--- src/hw/llmdec_defines.vh ---
// Opcode, selector and issue-count constants for the load/loop/move decoder
`ifndef LLMDEC_DEFINES_VH
`define LLMDEC_DEFINES_VH

`define LLMDEC_OP_ESC       8'h0F
`define LLMDEC_OP_LEA       8'h8D
`define LLMDEC_OP_LDPES     8'hC4
`define LLMDEC_OP_LEAVE     8'hC9
`define LLMDEC_OP_LOOP      8'hE2
`define LLMDEC_OP_LOOPNZ    8'hE0
`define LLMDEC_OP_LOOPZ     8'hE1
`define LLMDEC_OP_MOVI_HI   4'hB
`define LLMDEC_OP_MOVA_HI   4'hA
`define LLMDEC_OP_MOVA_LO   3'h0
`define LLMDEC_OP2_LDPFS    8'hB4
`define LLMDEC_OP2_LDPGS    8'hB5
`define LLMDEC_OP2_LDPSS    8'hB2
`define LLMDEC_OP2_GRP6     8'h00
`define LLMDEC_OP2_GRP7     8'h01
`define LLMDEC_OP2_SEGLIM   8'h03
`define LLMDEC_REG_LDTAB    3'h2
`define LLMDEC_REG_TASK     3'h3
`define LLMDEC_REG_GDT      3'h2
`define LLMDEC_REG_IDT      3'h3
`define LLMDEC_REG_MSW      3'h6

// Issue clock counts on a cache hit, real/protected
`define LLMDEC_CLK_LEA      4'h1
`define LLMDEC_CLK_LDP_R    4'h4
`define LLMDEC_CLK_LDP_P    4'h9
`define LLMDEC_CLK_LDPSS_P  4'hA
`define LLMDEC_CLK_DTAB     4'hA
`define LLMDEC_CLK_LDTAB    4'h8
`define LLMDEC_CLK_TASK     4'h9
`define LLMDEC_CLK_MSW      4'hB
`define LLMDEC_CLK_SEGLIM   4'h9
`define LLMDEC_CLK_LEAVE    4'h4
`define LLMDEC_CLK_LOOP     4'h2
`define LLMDEC_CLK_MOV      4'h1

// Operation codes handed to the pipeline
`define LLMDEC_K_NONE       5'h00
`define LLMDEC_K_LEA        5'h01
`define LLMDEC_K_LDPES      5'h02
`define LLMDEC_K_LDPFS      5'h03
`define LLMDEC_K_LDPGS      5'h04
`define LLMDEC_K_LDPSS      5'h05
`define LLMDEC_K_GDT        5'h06
`define LLMDEC_K_IDT        5'h07
`define LLMDEC_K_LDTAB      5'h08
`define LLMDEC_K_TASK       5'h09
`define LLMDEC_K_MSW        5'h0A
`define LLMDEC_K_SEGLIM     5'h0B
`define LLMDEC_K_LEAVE      5'h0C
`define LLMDEC_K_LOOP       5'h0D
`define LLMDEC_K_LOOPNZ     5'h0E
`define LLMDEC_K_LOOPZ      5'h0F
`define LLMDEC_K_MOVI       5'h10
`define LLMDEC_K_MOVA       5'h11

`endif

--- src/hw/llmdec_table.v ---
// Combinational opcode table: operation, clock count, ModR/M need, flag effect
`timescale 1ns/100ps
`default_nettype none
`include "llmdec_defines.vh"

module llmdec_table (
    // Instruction bytes
    input  wire       esc_in,
    input  wire [7:0] op_in,
    input  wire [2:0] reg_in,
    input  wire       prot_in,
    // Decode result
    output reg  [4:0] kind_out,
    output reg  [3:0] clocks_out,
    output reg        modrm_out,
    output reg        zf_only_out,
    output reg        legal_out
);

    always @* begin
        kind_out    = `LLMDEC_K_NONE;
        clocks_out  = 4'h0;
        modrm_out   = 1'b0;
        zf_only_out = 1'b0;
        legal_out   = 1'b0;
        if (!esc_in) begin
            if (op_in == `LLMDEC_OP_LEA) begin
                kind_out = `LLMDEC_K_LEA;
                clocks_out = `LLMDEC_CLK_LEA;                      // [RQ1]
                modrm_out = 1'b1;
                legal_out = 1'b1;
            end else if (op_in == `LLMDEC_OP_LDPES) begin
                kind_out = `LLMDEC_K_LDPES;
                clocks_out = prot_in ? `LLMDEC_CLK_LDP_P : `LLMDEC_CLK_LDP_R; // [RQ2]
                modrm_out = 1'b1;
                legal_out = 1'b1;
            end else if (op_in == `LLMDEC_OP_LEAVE) begin
                kind_out = `LLMDEC_K_LEAVE;
                clocks_out = `LLMDEC_CLK_LEAVE;                    // [RQ12]
                legal_out = 1'b1;
            end else if (op_in == `LLMDEC_OP_LOOP || op_in == `LLMDEC_OP_LOOPNZ
                         || op_in == `LLMDEC_OP_LOOPZ) begin
                kind_out = (op_in == `LLMDEC_OP_LOOP) ? `LLMDEC_K_LOOP :
                           (op_in == `LLMDEC_OP_LOOPNZ) ? `LLMDEC_K_LOOPNZ :
                           `LLMDEC_K_LOOPZ;
                clocks_out = `LLMDEC_CLK_LOOP;                     // [RQ13]
                legal_out = 1'b1;
            end else if (op_in[7:4] == `LLMDEC_OP_MOVI_HI) begin
                kind_out = `LLMDEC_K_MOVI;
                clocks_out = `LLMDEC_CLK_MOV;                      // [RQ14]
                legal_out = 1'b1;
            end else if (op_in[7:4] == `LLMDEC_OP_MOVA_HI
                         && op_in[3:1] == `LLMDEC_OP_MOVA_LO) begin
                kind_out = `LLMDEC_K_MOVA;
                clocks_out = `LLMDEC_CLK_MOV;                      // [RQ15]
                legal_out = 1'b1;
            end
        end else begin
            modrm_out = 1'b1;
            case (op_in)
                `LLMDEC_OP2_LDPFS: begin
                    kind_out = `LLMDEC_K_LDPFS;
                    clocks_out = prot_in ? `LLMDEC_CLK_LDP_P : `LLMDEC_CLK_LDP_R; // [RQ3]
                    legal_out = 1'b1;
                end
                `LLMDEC_OP2_LDPGS: begin
                    kind_out = `LLMDEC_K_LDPGS;
                    clocks_out = prot_in ? `LLMDEC_CLK_LDP_P : `LLMDEC_CLK_LDP_R; // [RQ4]
                    legal_out = 1'b1;
                end
                `LLMDEC_OP2_LDPSS: begin
                    kind_out = `LLMDEC_K_LDPSS;
                    clocks_out = prot_in ? `LLMDEC_CLK_LDPSS_P : `LLMDEC_CLK_LDP_R; // [RQ5]
                    legal_out = 1'b1;
                end
                `LLMDEC_OP2_GRP7: begin
                    if (reg_in == `LLMDEC_REG_GDT) begin
                        kind_out = `LLMDEC_K_GDT;
                        clocks_out = `LLMDEC_CLK_DTAB;             // [RQ6]
                        legal_out = 1'b1;
                    end else if (reg_in == `LLMDEC_REG_IDT) begin
                        kind_out = `LLMDEC_K_IDT;
                        clocks_out = `LLMDEC_CLK_DTAB;             // [RQ7]
                        legal_out = 1'b1;
                    end else if (reg_in == `LLMDEC_REG_MSW) begin
                        kind_out = `LLMDEC_K_MSW;
                        clocks_out = `LLMDEC_CLK_MSW;              // [RQ10]
                        legal_out = 1'b1;
                    end
                end
                `LLMDEC_OP2_GRP6: begin
                    // Only timed for protected mode; refused in real mode
                    if (prot_in && reg_in == `LLMDEC_REG_LDTAB) begin
                        kind_out = `LLMDEC_K_LDTAB;
                        clocks_out = `LLMDEC_CLK_LDTAB;            // [RQ8]
                        legal_out = 1'b1;
                    end else if (prot_in && reg_in == `LLMDEC_REG_TASK) begin
                        kind_out = `LLMDEC_K_TASK;
                        clocks_out = `LLMDEC_CLK_TASK;             // [RQ9]
                        legal_out = 1'b1;
                    end
                end
                `LLMDEC_OP2_SEGLIM: begin
                    if (prot_in) begin
                        kind_out = `LLMDEC_K_SEGLIM;
                        clocks_out = `LLMDEC_CLK_SEGLIM;           // [RQ11]
                        zf_only_out = 1'b1;                        // [RQ11]
                        legal_out = 1'b1;
                    end
                end
                default: begin
                    legal_out = 1'b0;
                end
            endcase
        end
    end

endmodule
`default_nettype wire

--- src/hw/llmdec_core.v ---
// Byte-serial decoder and issue timer for load, loop and short move opcodes
//
// What this block does
// [RQ1] 8D with ModR/M is address load, 1 clock, flags kept.
// [RQ2] C4 with ModR/M loads far pointer into extra segment; 4 real, 9 prot.
// [RQ3] 0F B4 loads far pointer into F segment; 4 real, 9 prot.
// [RQ4] 0F B5 loads far pointer into G segment; 4 real, 9 prot.
// [RQ5] 0F B2 loads far pointer into stack segment; 4 real, 10 prot.
// [RQ6] 0F 01 reg 010 loads global descriptor table register; 10 clocks.
// [RQ7] 0F 01 reg 011 loads interrupt descriptor table register; 10 clocks.
// [RQ8] 0F 00 reg 010 loads local descriptor table register; 8 clocks prot.
// [RQ9] 0F 00 reg 011 loads task register; 9 clocks prot.
// [RQ10] 0F 01 reg 110 loads machine status word; 11 clocks.
// [RQ11] 0F 03 with ModR/M is segment limit load; 9 prot, alters zero flag.
// [RQ12] C9 leaves stack frame; 4 clocks, flags kept.
// [RQ13] E2, E0, E1 loops take 8-bit offset; 2 clocks, flags kept.
// [RQ14] Bx moves immediate into register; width bit and register in low bits; 1 clock.
// [RQ15] A0/A1 moves memory into accumulator after address bytes; 1 clock.
// [RQ16] Counts assume cache hits; a miss stall holds issue beyond them.
`timescale 1ns/100ps
`default_nettype none
`include "llmdec_defines.vh"

module llmdec_core #(
    parameter ADDR_BYTES = 4
) (
    // Clock and reset
    input  wire        clk_in,
    input  wire        nrst_in,
    // Mode
    input  wire        prot_mode_in,
    input  wire        opsize32_in,
    // Byte stream from fetch
    input  wire        byte_valid_in,
    input  wire [7:0]  byte_in,
    output reg         byte_ready_out,
    // Cache miss stall
    input  wire        miss_stall_in,
    // Issue to pipeline
    output reg         issue_out,
    output reg  [4:0]  kind_out,
    output reg  [3:0]  clocks_out,
    output reg  [7:0]  modrm_out,
    output reg  [2:0]  reg_num_out,
    output reg         wide_out,
    output reg         zf_only_out,
    output reg  [31:0] imm_out,
    output reg         busy_out,
    output reg         illegal_out
);

    localparam ST_OP    = 3'h0;
    localparam ST_OP2   = 3'h1;
    localparam ST_MODRM = 3'h2;
    localparam ST_IMM   = 3'h3;
    localparam ST_EXEC  = 3'h4;

    reg  [2:0]  state;
    reg         esc;
    reg  [7:0]  op;
    reg  [2:0]  imm_left;
    reg  [1:0]  imm_pos;
    reg  [3:0]  exec_left;

    wire        take = byte_valid_in && byte_ready_out;
    wire        st_op = (state == ST_OP);
    // Table sees the live byte while the opcode arrives, the held one afterwards
    wire        t_esc = st_op ? 1'b0 : esc;
    wire [7:0]  t_op = (st_op || state == ST_OP2) ? byte_in : op;
    wire [4:0]  t_kind;
    wire [3:0]  t_clocks;
    wire        t_modrm;
    wire        t_zf;
    wire        t_legal;

    // Group opcodes need the reg field before they resolve
    llmdec_table u_table (
        .esc_in      (t_esc),
        .op_in       (t_op),
        .reg_in      (byte_in[5:3]),
        .prot_in     (prot_mode_in),
        .kind_out    (t_kind),
        .clocks_out  (t_clocks),
        .modrm_out   (t_modrm),
        .zf_only_out (t_zf),
        .legal_out   (t_legal)
    );

    // imm_out holds four bytes, so ADDR_BYTES must stay at 4 or below
    wire [2:0]  imm_len = opsize32_in ? 3'h4 : 3'h2;
    wire [2:0]  addr_len = ADDR_BYTES[2:0];

    always @(posedge clk_in or negedge nrst_in) begin
        if (!nrst_in) begin
            state <= ST_OP;
            esc <= 1'b0;
            op <= 8'h00;
            imm_left <= 3'h0;
            imm_pos <= 2'h0;
            exec_left <= 4'h0;
            byte_ready_out <= 1'b0;
            issue_out <= 1'b0;
            kind_out <= 5'h00;
            clocks_out <= 4'h0;
            modrm_out <= 8'h00;
            reg_num_out <= 3'h0;
            wide_out <= 1'b0;
            zf_only_out <= 1'b0;
            imm_out <= 32'h00000000;
            busy_out <= 1'b0;
            illegal_out <= 1'b0;
        end else begin
            issue_out <= 1'b0;
            illegal_out <= 1'b0;
            case (state)
                ST_OP: begin
                    byte_ready_out <= 1'b1;
                    if (take) begin
                        op <= byte_in;
                        esc <= 1'b0;
                        // Fields of the last instruction stand until a new opcode arrives
                        imm_out <= 32'h00000000;
                        imm_pos <= 2'h0;
                        zf_only_out <= 1'b0;
                        modrm_out <= 8'h00;
                        if (byte_in == `LLMDEC_OP_ESC) begin
                            esc <= 1'b1;
                            state <= ST_OP2;
                        end else if (!t_legal) begin
                            illegal_out <= 1'b1;
                        end else begin
                            kind_out <= t_kind;
                            clocks_out <= t_clocks;
                            wide_out <= byte_in[0];
                            reg_num_out <= 3'h0;
                            if (t_kind == `LLMDEC_K_MOVI) begin
                                wide_out <= byte_in[3];                  // [RQ14]
                                reg_num_out <= byte_in[2:0];             // [RQ14]
                                imm_left <= byte_in[3] ? imm_len : 3'h1; // [RQ14]
                                state <= ST_IMM;
                            end else if (t_kind == `LLMDEC_K_MOVA) begin
                                imm_left <= addr_len;                    // [RQ15]
                                state <= ST_IMM;
                            end else if (t_kind == `LLMDEC_K_LOOP
                                         || t_kind == `LLMDEC_K_LOOPNZ
                                         || t_kind == `LLMDEC_K_LOOPZ) begin
                                imm_left <= 3'h1;                        // [RQ13]
                                state <= ST_IMM;
                            end else if (t_modrm) begin
                                state <= ST_MODRM;                       // [RQ1] [RQ2]
                            end else begin
                                state <= ST_EXEC;                        // [RQ12]
                                byte_ready_out <= 1'b0;
                                busy_out <= 1'b1;
                                exec_left <= t_clocks;
                            end
                        end
                    end
                end
                ST_OP2: begin
                    if (take) begin
                        op <= byte_in;
                        // Two-byte opcodes carry their width bit in the second byte
                        wide_out <= byte_in[0];
                        state <= ST_MODRM;
                    end
                end
                ST_MODRM: begin
                    if (take) begin
                        modrm_out <= byte_in;
                        reg_num_out <= byte_in[5:3];
                        if (!t_legal) begin
                            illegal_out <= 1'b1;
                            state <= ST_OP;
                        end else begin
                            // Group 6/7 resolve on the reg field here
                            kind_out <= t_kind;                          // [RQ6] [RQ7] [RQ8]
                            clocks_out <= t_clocks;                      // [RQ9] [RQ10]
                            zf_only_out <= t_zf;                         // [RQ11]
                            state <= ST_EXEC;
                            byte_ready_out <= 1'b0;
                            busy_out <= 1'b1;
                            exec_left <= t_clocks;                       // [RQ3] [RQ4] [RQ5]
                        end
                    end
                end
                ST_IMM: begin
                    if (take) begin
                        imm_out[imm_pos*8 +: 8] <= byte_in;
                        imm_pos <= imm_pos + 2'h1;
                        imm_left <= imm_left - 3'h1;
                        if (imm_left == 3'h1) begin
                            state <= ST_EXEC;
                            byte_ready_out <= 1'b0;
                            busy_out <= 1'b1;
                            exec_left <= clocks_out;
                        end
                    end
                end
                ST_EXEC: begin
                    // Miss stalls freeze the count so a hit figure stays exact
                    if (!miss_stall_in) begin                            // [RQ16]
                        exec_left <= exec_left - 4'h1;
                        if (exec_left == 4'h1) begin
                            // Ready rises with issue so the next opcode is taken without a gap
                            issue_out <= 1'b1;
                            busy_out <= 1'b0;
                            byte_ready_out <= 1'b1;
                            state <= ST_OP;
                        end
                    end
                end
                default: begin
                    state <= ST_OP;
                end
            endcase
        end
    end

endmodule
`default_nettype wire

--- config.mk ---
export PLATFORM = sky130hd
export DESIGN_NAME = llmdec_core
export DESIGN_NICKNAME = d
export VERILOG_FILES = /design/src/hw/llmdec_table.v /design/src/hw/llmdec_core.v
export VERILOG_INCLUDE_DIRS = /design/src /design/src/hw
export SDC_FILE = /design/constraint.sdc
export NUM_CORES = 1
export LEC_CHECK = 0
export ABC_AREA = 1
export ABC_CLOCK_PERIOD_IN_PS = 3930
export BUFFER_PORTS_ARGS = -buffer_cell sky130_fd_sc_hd__buf_4
export CAP_MARGIN = 0
export CORE_MARGIN = 2
export CORE_UTILIZATION = 50
export CTS_CLUSTER_DIAMETER = 80
export CTS_CLUSTER_SIZE = 30
export DETAILED_ROUTE_END_ITERATION = 8
export GPL_TIMING_DRIVEN = 0
export PLACE_DENSITY = 0.79
export RECOVER_POWER = 25
export SETUP_SLACK_MARGIN = 0.15
export SLEW_MARGIN = 5
export SYNTH_ARGS = -nofsm -noshare
export SYNTH_HDL_FRONTEND = slang
export SYNTH_HIERARCHICAL = 1
export SYNTH_SLANG_ARGS = --single-unit
--- constraint.sdc ---
create_clock -name clk_in -period 3.93 [get_ports clk_in]
set_input_delay 0.1965 -clock clk_in [delete_from_list [all_inputs] [get_ports clk_in]]
set_output_delay 0.1965 -clock clk_in [all_outputs]
set_load 0.05 [all_outputs]
# == Word-level counts from Yosys, hierarchy flattened ==
# Cells that the tools add are included.
# word_totals
regBits,79
in_bits,14
out_inout_bits,58
# classes
n_addsub,4
n_eq_ne,44
shifts,2
muxes,164
n_reduce_logical,32
# op_table
cell,count
two-way mux 4 bit,33
two-way mux 3 bit,28
two-way mux 5 bit,15
== test 8 bit (second input constant),9
two-way mux 32 bit,2
case mux 32 bit (2 select lines),1
two-way mux 1 bit,63
negator 5 -> 34 bit,1
variable shift 8 x 34 -> 32 bit (first input constant),1
variable part select 8 x 34 -> 32 bit,1
bitwise mux 32 bit,1
case mux 5 bit (6 select lines),1
!= test 2 bit (second input constant),13
two-way mux 8 bit,3
case mux 4 bit (5 select lines),1
case mux 4 bit (4 select lines),1
case mux 8 bit (2 select lines),1
== test 5 x 4 -> 1 bit (second input constant),3
case mux 3 bit (5 select lines),1
AND reduction 14 bit,1
AND reduction 13 bit,1
== test 3 x 2 -> 1 bit (second input constant),4
case mux 1 bit (4 select lines),3
case mux 3 bit (2 select lines),2
34 further kinds,56

# == Longest topological paths before layout ==
# depth
word_depth,22
ltp_mapped,23
mapped_depth_nobuf,22

# == Cells and area by module ==
# Netlist, hierarchy kept.
# modules_own_cells
module,instances,cells_each,area_each_um2,seq_area_each_um2
llmdec_core,1,507,4101.4,1976.9
llmdec_table,1,138,623.1,0.0

# == Worst setup path before layout ==
# No wires, ideal clock.
# synth_timing
path_type,register to register
startpoint,register state[2]
endpoint,register exec_left[2]
setup_ps,117
t_arrival_ps,2638
required_ps,3813
path_slack_ps,1175
stages_incl_launch_ff,22
period_less_slack_ps,2755
cell_sequence,dfrtp_1 > inv_2 > nand2_4 > clkbuf_1 > o21ai_0 > inv_1 > nand2_2 > nor2_4 > nand2_2 > nor2_2 > nand2_1 > nand3_1 > nand2_1 > nand2_1 > nor2_1 > nor2_1 > nor2_1 > nand2_1 > nand2_1 > nand2_1 > nand2_1 > nand2_1
# synth_rtl
item,line,source
start: declaration,llmdec_core.v:58,reg [2:0] state;
start signal: assignment,llmdec_core.v:95,state <= ST_OP;
start signal: assignment,llmdec_core.v:128,state <= ST_OP2;
start signal: assignment,llmdec_core.v:140,state <= ST_IMM;
== test 3 x 1 -> 1 bit or logical NOT 3 bit (tied branches),"llmdec_core.v:69, llmdec_core.v:66",
logical OR 1 bit *,llmdec_core.v:69,wire [7:0] t_op = (st_op || state == ST_OP2) ? byte_in : op;
two-way mux 8 bit *,llmdec_core.v:69,
via t_op[1],llmdec_core.v:69,
"parallel branches: the longest is 8 deep, another holds == test 8 bit",--,
two-way mux 5 bit *,llmdec_table.v:26,if (!esc_in) begin
via t_kind[0],llmdec_core.v:70,wire [4:0] t_kind;
== test 5 x 4 -> 1 bit (no source line),--,
logical OR 1 bit (no source line) (2 in a row),--,
!= test 2 bit (no source line),--,
AND reduction 13 bit (no source line) *,--,
end signal: assignment,llmdec_core.v:155,exec_left <= t_clocks;
end signal: assignment,llmdec_core.v:183,exec_left <= t_clocks;
end signal: assignment,llmdec_core.v:196,exec_left <= clocks_out;
end: declaration,llmdec_core.v:63,reg [3:0] exec_left;
# Mark *: on every way through the listed nets, which the timed path passes. The select of a mux whose other input is x is not followed.
# A chain may end at the register's enable or synchronous reset.

# == Worst setup path in the final report ==
# layout_timing
startpoint,register state[1]
endpoint,register exec_left[0]
# layout_rtl
item,line,source
== test 3 x 1 -> 1 bit or logical NOT 3 bit (tied branches),"llmdec_core.v:69, llmdec_core.v:66",
logical OR 1 bit *,llmdec_core.v:69,
two-way mux 8 bit *,llmdec_core.v:69,
via t_op[5],llmdec_core.v:69,
== test 4 bit (no source line),--,
logical AND 1 bit (no source line),--,
two-way mux 5 bit,llmdec_table.v:52,end else if (op_in[7:4] == `LLMDEC_OP_MOVA_HI
two-way mux 5 bit,llmdec_table.v:48,end else if (op_in[7:4] == `LLMDEC_OP_MOVI_HI) begin
(+2 left out),--,
two-way mux 5 bit,llmdec_table.v:32,end else if (op_in == `LLMDEC_OP_LDPES) begin
two-way mux 5 bit,llmdec_table.v:27,if (op_in == `LLMDEC_OP_LEA) begin
two-way mux 5 bit *,llmdec_table.v:26,
via t_kind[0],llmdec_core.v:70,
== test 5 x 4 -> 1 bit (no source line),--,
logical OR 1 bit (no source line) (2 in a row),--,
!= test 2 bit (no source line),--,
AND reduction 13 bit (no source line) *,--,
# Mark *: on every way through the listed nets, which the timed path passes. The rest lies on a longest branch. The select of a mux whose other input is x is not followed.

==> results.sh <==
export IMPL_run_status="finished with violations"
export IMPL_violations="capacitance limit, slew limit"
export IMPL_setup_violations=0
export IMPL_syn_cell_area_um2=4725
export IMPL_grt_pass1_wl_um=20220
export IMPL_cts_tree="done"
export IMPL_final_net_count=749
export IMPL_path_clk_slew_ns=0.10
export IMPL_r2r_slack_ns=0.76
export IMPL_setup_tns_ns=0
export IMPL_io_pins=72
export IMPL_grt_usage=0.2471
export IMPL_synth_top_area_frac=0.4184
export IMPL_fmaxAchievable_ghz=0.3151
export IMPL_design_die_area_um2=10240
export IMPL_power_leakage_nw=2.945
export IMPL_detail_route_iter0_violations=298
export IMPL_cts_buffers=9
export IMPL_die_w_um=101.2
export IMPL_critPathRequiredTime_ns=4.18
export IMPL_area_growth_pct=18.56
export IMPL_yosysMostFrequentCell="nand2_1"
export IMPL_skew_ns=0.01444
export IMPL_crit_fanout=18
export IMPL_core_um2=9196
export IMPL_die_h_um=101.2
export IMPL_clk_latency_ns=0.35
export IMPL_drc_errors=0
export IMPL_synth_seq_area_share=0.4184
export IMPL_power_density_nw_per_um2=630.3
export IMPL_fin_area_um2=5602
export IMPL_synthTopCellsByCount="nand2_1, dfrtp_1, o21ai_0"
export IMPL_hpwl_um=9239
export IMPL_antenna_found_initial=0
export IMPL_gr_total_overflow=0
export IMPL_clock_root_buffer="clkbuf_8"
export IMPL_gp_congestion=0.9781
export IMPL_vias_per_cell=5.376
export IMPL_ys_types=34
export IMPL_detail_route_wl_per_cell_um=14.48
export IMPL_grt_pass1_vias=4230
export IMPL_min_path_type="input pin to flip-flop"
export IMPL_critical_path_startpoint_type="flip-flop"
export IMPL_htree_levels=3
export IMPL_irDropWorstVdd_uv=439.0
export IMPL_critPathArrivalTime_ns=3.42
export IMPL_utilization=0.6091
export IMPL_syn_nets=668
export IMPL_endpoint_kind="flip-flop"
export IMPL_drive_above_1_share=0.1997
export IMPL_netlist_instances=645
export IMPL_synth_edf_count=0
export IMPL_period_share=0.8076
export IMPL_portBuffers=70
export IMPL_avgSynthCellArea_um2=7.325
export IMPL_clock_sinks=79
export IMPL_ctsLongestPathBuffers=2
export IMPL_initial_core_util=0.5137
export IMPL_ys_warn_count=6
export IMPL_drtPass1Iterations=5
export IMPL_finalHoldViolCount=0
export IMPL_synth_area_top_cells="dfrtp_1, nand2_1, o21ai_0"
export IMPL_synth_seq_cells=79
export IMPL_rsz0062_at_grt="no"
export IMPL_grt_max_degree=80
export IMPL_synthArstFlopShare=1.000
export IMPL_max_cap_viol_count=1
export IMPL_n_antenna_cell=0
export IMPL_startpoint="state[1]$_DFFE_PN0P_"
export IMPL_rows=35
export IMPL_placed_cell_area_um2=5389
export IMPL_worstHoldStart="byte_in[7]"
export IMPL_worstSetupPathType="flip-flop to flip-flop"
export IMPL_vias=4527
export IMPL_synth_top_area_cell="dfrtp_1"
export IMPL_slew_violations=80
export IMPL_drtAntennaViolNets=0
export IMPL_ys_flop_type="dfrtp_1"
export IMPL_worst_slew_pin_slew_ns=1.975
export IMPL_routed_wl_um=12190
export IMPL_timing_rr_start="state[1]$_DFFE_PN0P_"
export IMPL_period_needed_ns=3.174
export IMPL_relSlewSlack=-0.3164
-- power breakdown --
| part | switching (mW) | internal, mW |
|---|---|---|
| clock | 0.338 | 0.307 |
| sequential | 0.126 | 0.968 |
| combinational | 1.28 | 0.513 |
| total | 1.74 | 1.79 |
-- critical path: stages, from the launching register on --
cell and delay [ns]:
dfrtp_1 0.48, inv_1 0.17, nand2_4 0.15, o21ai_0 0.44, nor2_2 0.10, nand2_2 0.11, inv_2 0.06, nand3_1 0.08
nand2_1 0.07, inv_1 0.05, nand3_1 0.05, nand2_1 0.06, nand2_1 0.16, nor2_1 0.18, nor2_1 0.06, nor2_1 0.23
nand2_1 0.12, nand2_1 0.20, nand2_1 0.16, nand2_1 0.09, nand2_1 0.04
-- kinds of logic after synthesis --
logic type                 after synthesis  share of synthesized area
and+or+nand+nor                        372                     0.3599
xor gates and xnor gates                 2                   0.003708
DFF                                     79                     0.4184
AOI/OAI and AO/OA                      102                     0.1197
adders and majority gates                9                    0.02384
buffers and inverters                   81                    0.07442
-- registers in the layout, indices dropped and copies added (netlist names), 2 cells and up --
| signal | flops |
|---|---|
| imm_out | 32 |
| modrm_out | 8 |
| op | 8 |
| kind_out | 5 |
| clocks_out | 4 |
| exec_left | 4 |
| imm_left | 3 |
| reg_num_out | 3 |
| state | 3 |
| imm_pos | 2 |
-- path summary, 6_finish.rpt --
check,to,cells past startpoint
hold / removal,imm_out[31]$_DFFE_PN0P_,3
setup / recovery,exec_left[0]$_DFFE_PN0P_,20
max in group asynchronous,state[2]$_DFFE_PN0P_,1
min in group asynchronous,exec_left[0]$_DFFE_PN0P_,1
hold reg to reg,busy_out$_DFFE_PN0P_,2
setup reg to reg,exec_left[0]$_DFFE_PN0P_,20
-- metrics by stage --
stage | worst slack [ns] | hold WS, ns | power (mW) | instances
2_1_floorplan | 1.175 | -0.09909 | 2.438 | 645
3_3_place_gp | 0.5111 | 0.3749 | 2.839 | 826
3_5_place_dp | 0.4837 | 0.3733 | 2.884 | 826
4_1_cts | 0.4777 | 0.03653 | 3.528 | 843
5_1_grt | 0.3284 | 0.1527 | 3.786 | 842
6_report | 0.7562 | 0.1434 | 3.531 | 842
-- layout make-up --
class	count	area [um^2]
clock inverters	7	83.83
repair buffers	71	533.0
well taps	111	138.9
flip-flops and latches	79	1978
multi-input cells	485	2396
clock buffers	9	123.9
fillers	828	3595
plain buffers	12	90.09
inverters	68	257.7
-- timing repair --
action,in CTS,in global routing
endpoints found under the setup margin,0,8
buffers inserted,0,0
hold endpoints to repair,1,0
resized for setup,0,3
hold buffers,1,0
-- layout by cell type (no fill, tap or decap), types with 2 or more instances in the layout --
cell        n
nand2_1   217
dfrtp_1    78
buf_4      70
o21ai_0    59
inv_1      56
nand3_1    48
nor2_1     47
o21ai_1    27
nand4_1    12
nand2_2    11
inv_2      10
ha_1        9
clkbuf_8    9
nor2_4      8
nor4_1      8
nand2_4     6
nor2_2      6
buf_6       5
nor3_1      4
nand3_2     4
inv_6       4
buf_2       3
clkbuf_1    3
o21ai_4     3
a21oi_1     3
o211ai_1    3
o21a_1      2
a31oi_1     2
-- layer usage --
metal | up-vias | routed length [um] | global-route usage
met2 | 140 | 5667 | 0.3887
met1 | 2112 | 5537 | 0.3492
met3 | 23 | 673 | 0.03520
met4 | 0 | 314 | 0.09148
li1 | 2252 | - | -
met5 | - | 0 | 0
Power figures use the tool's default switching activity.
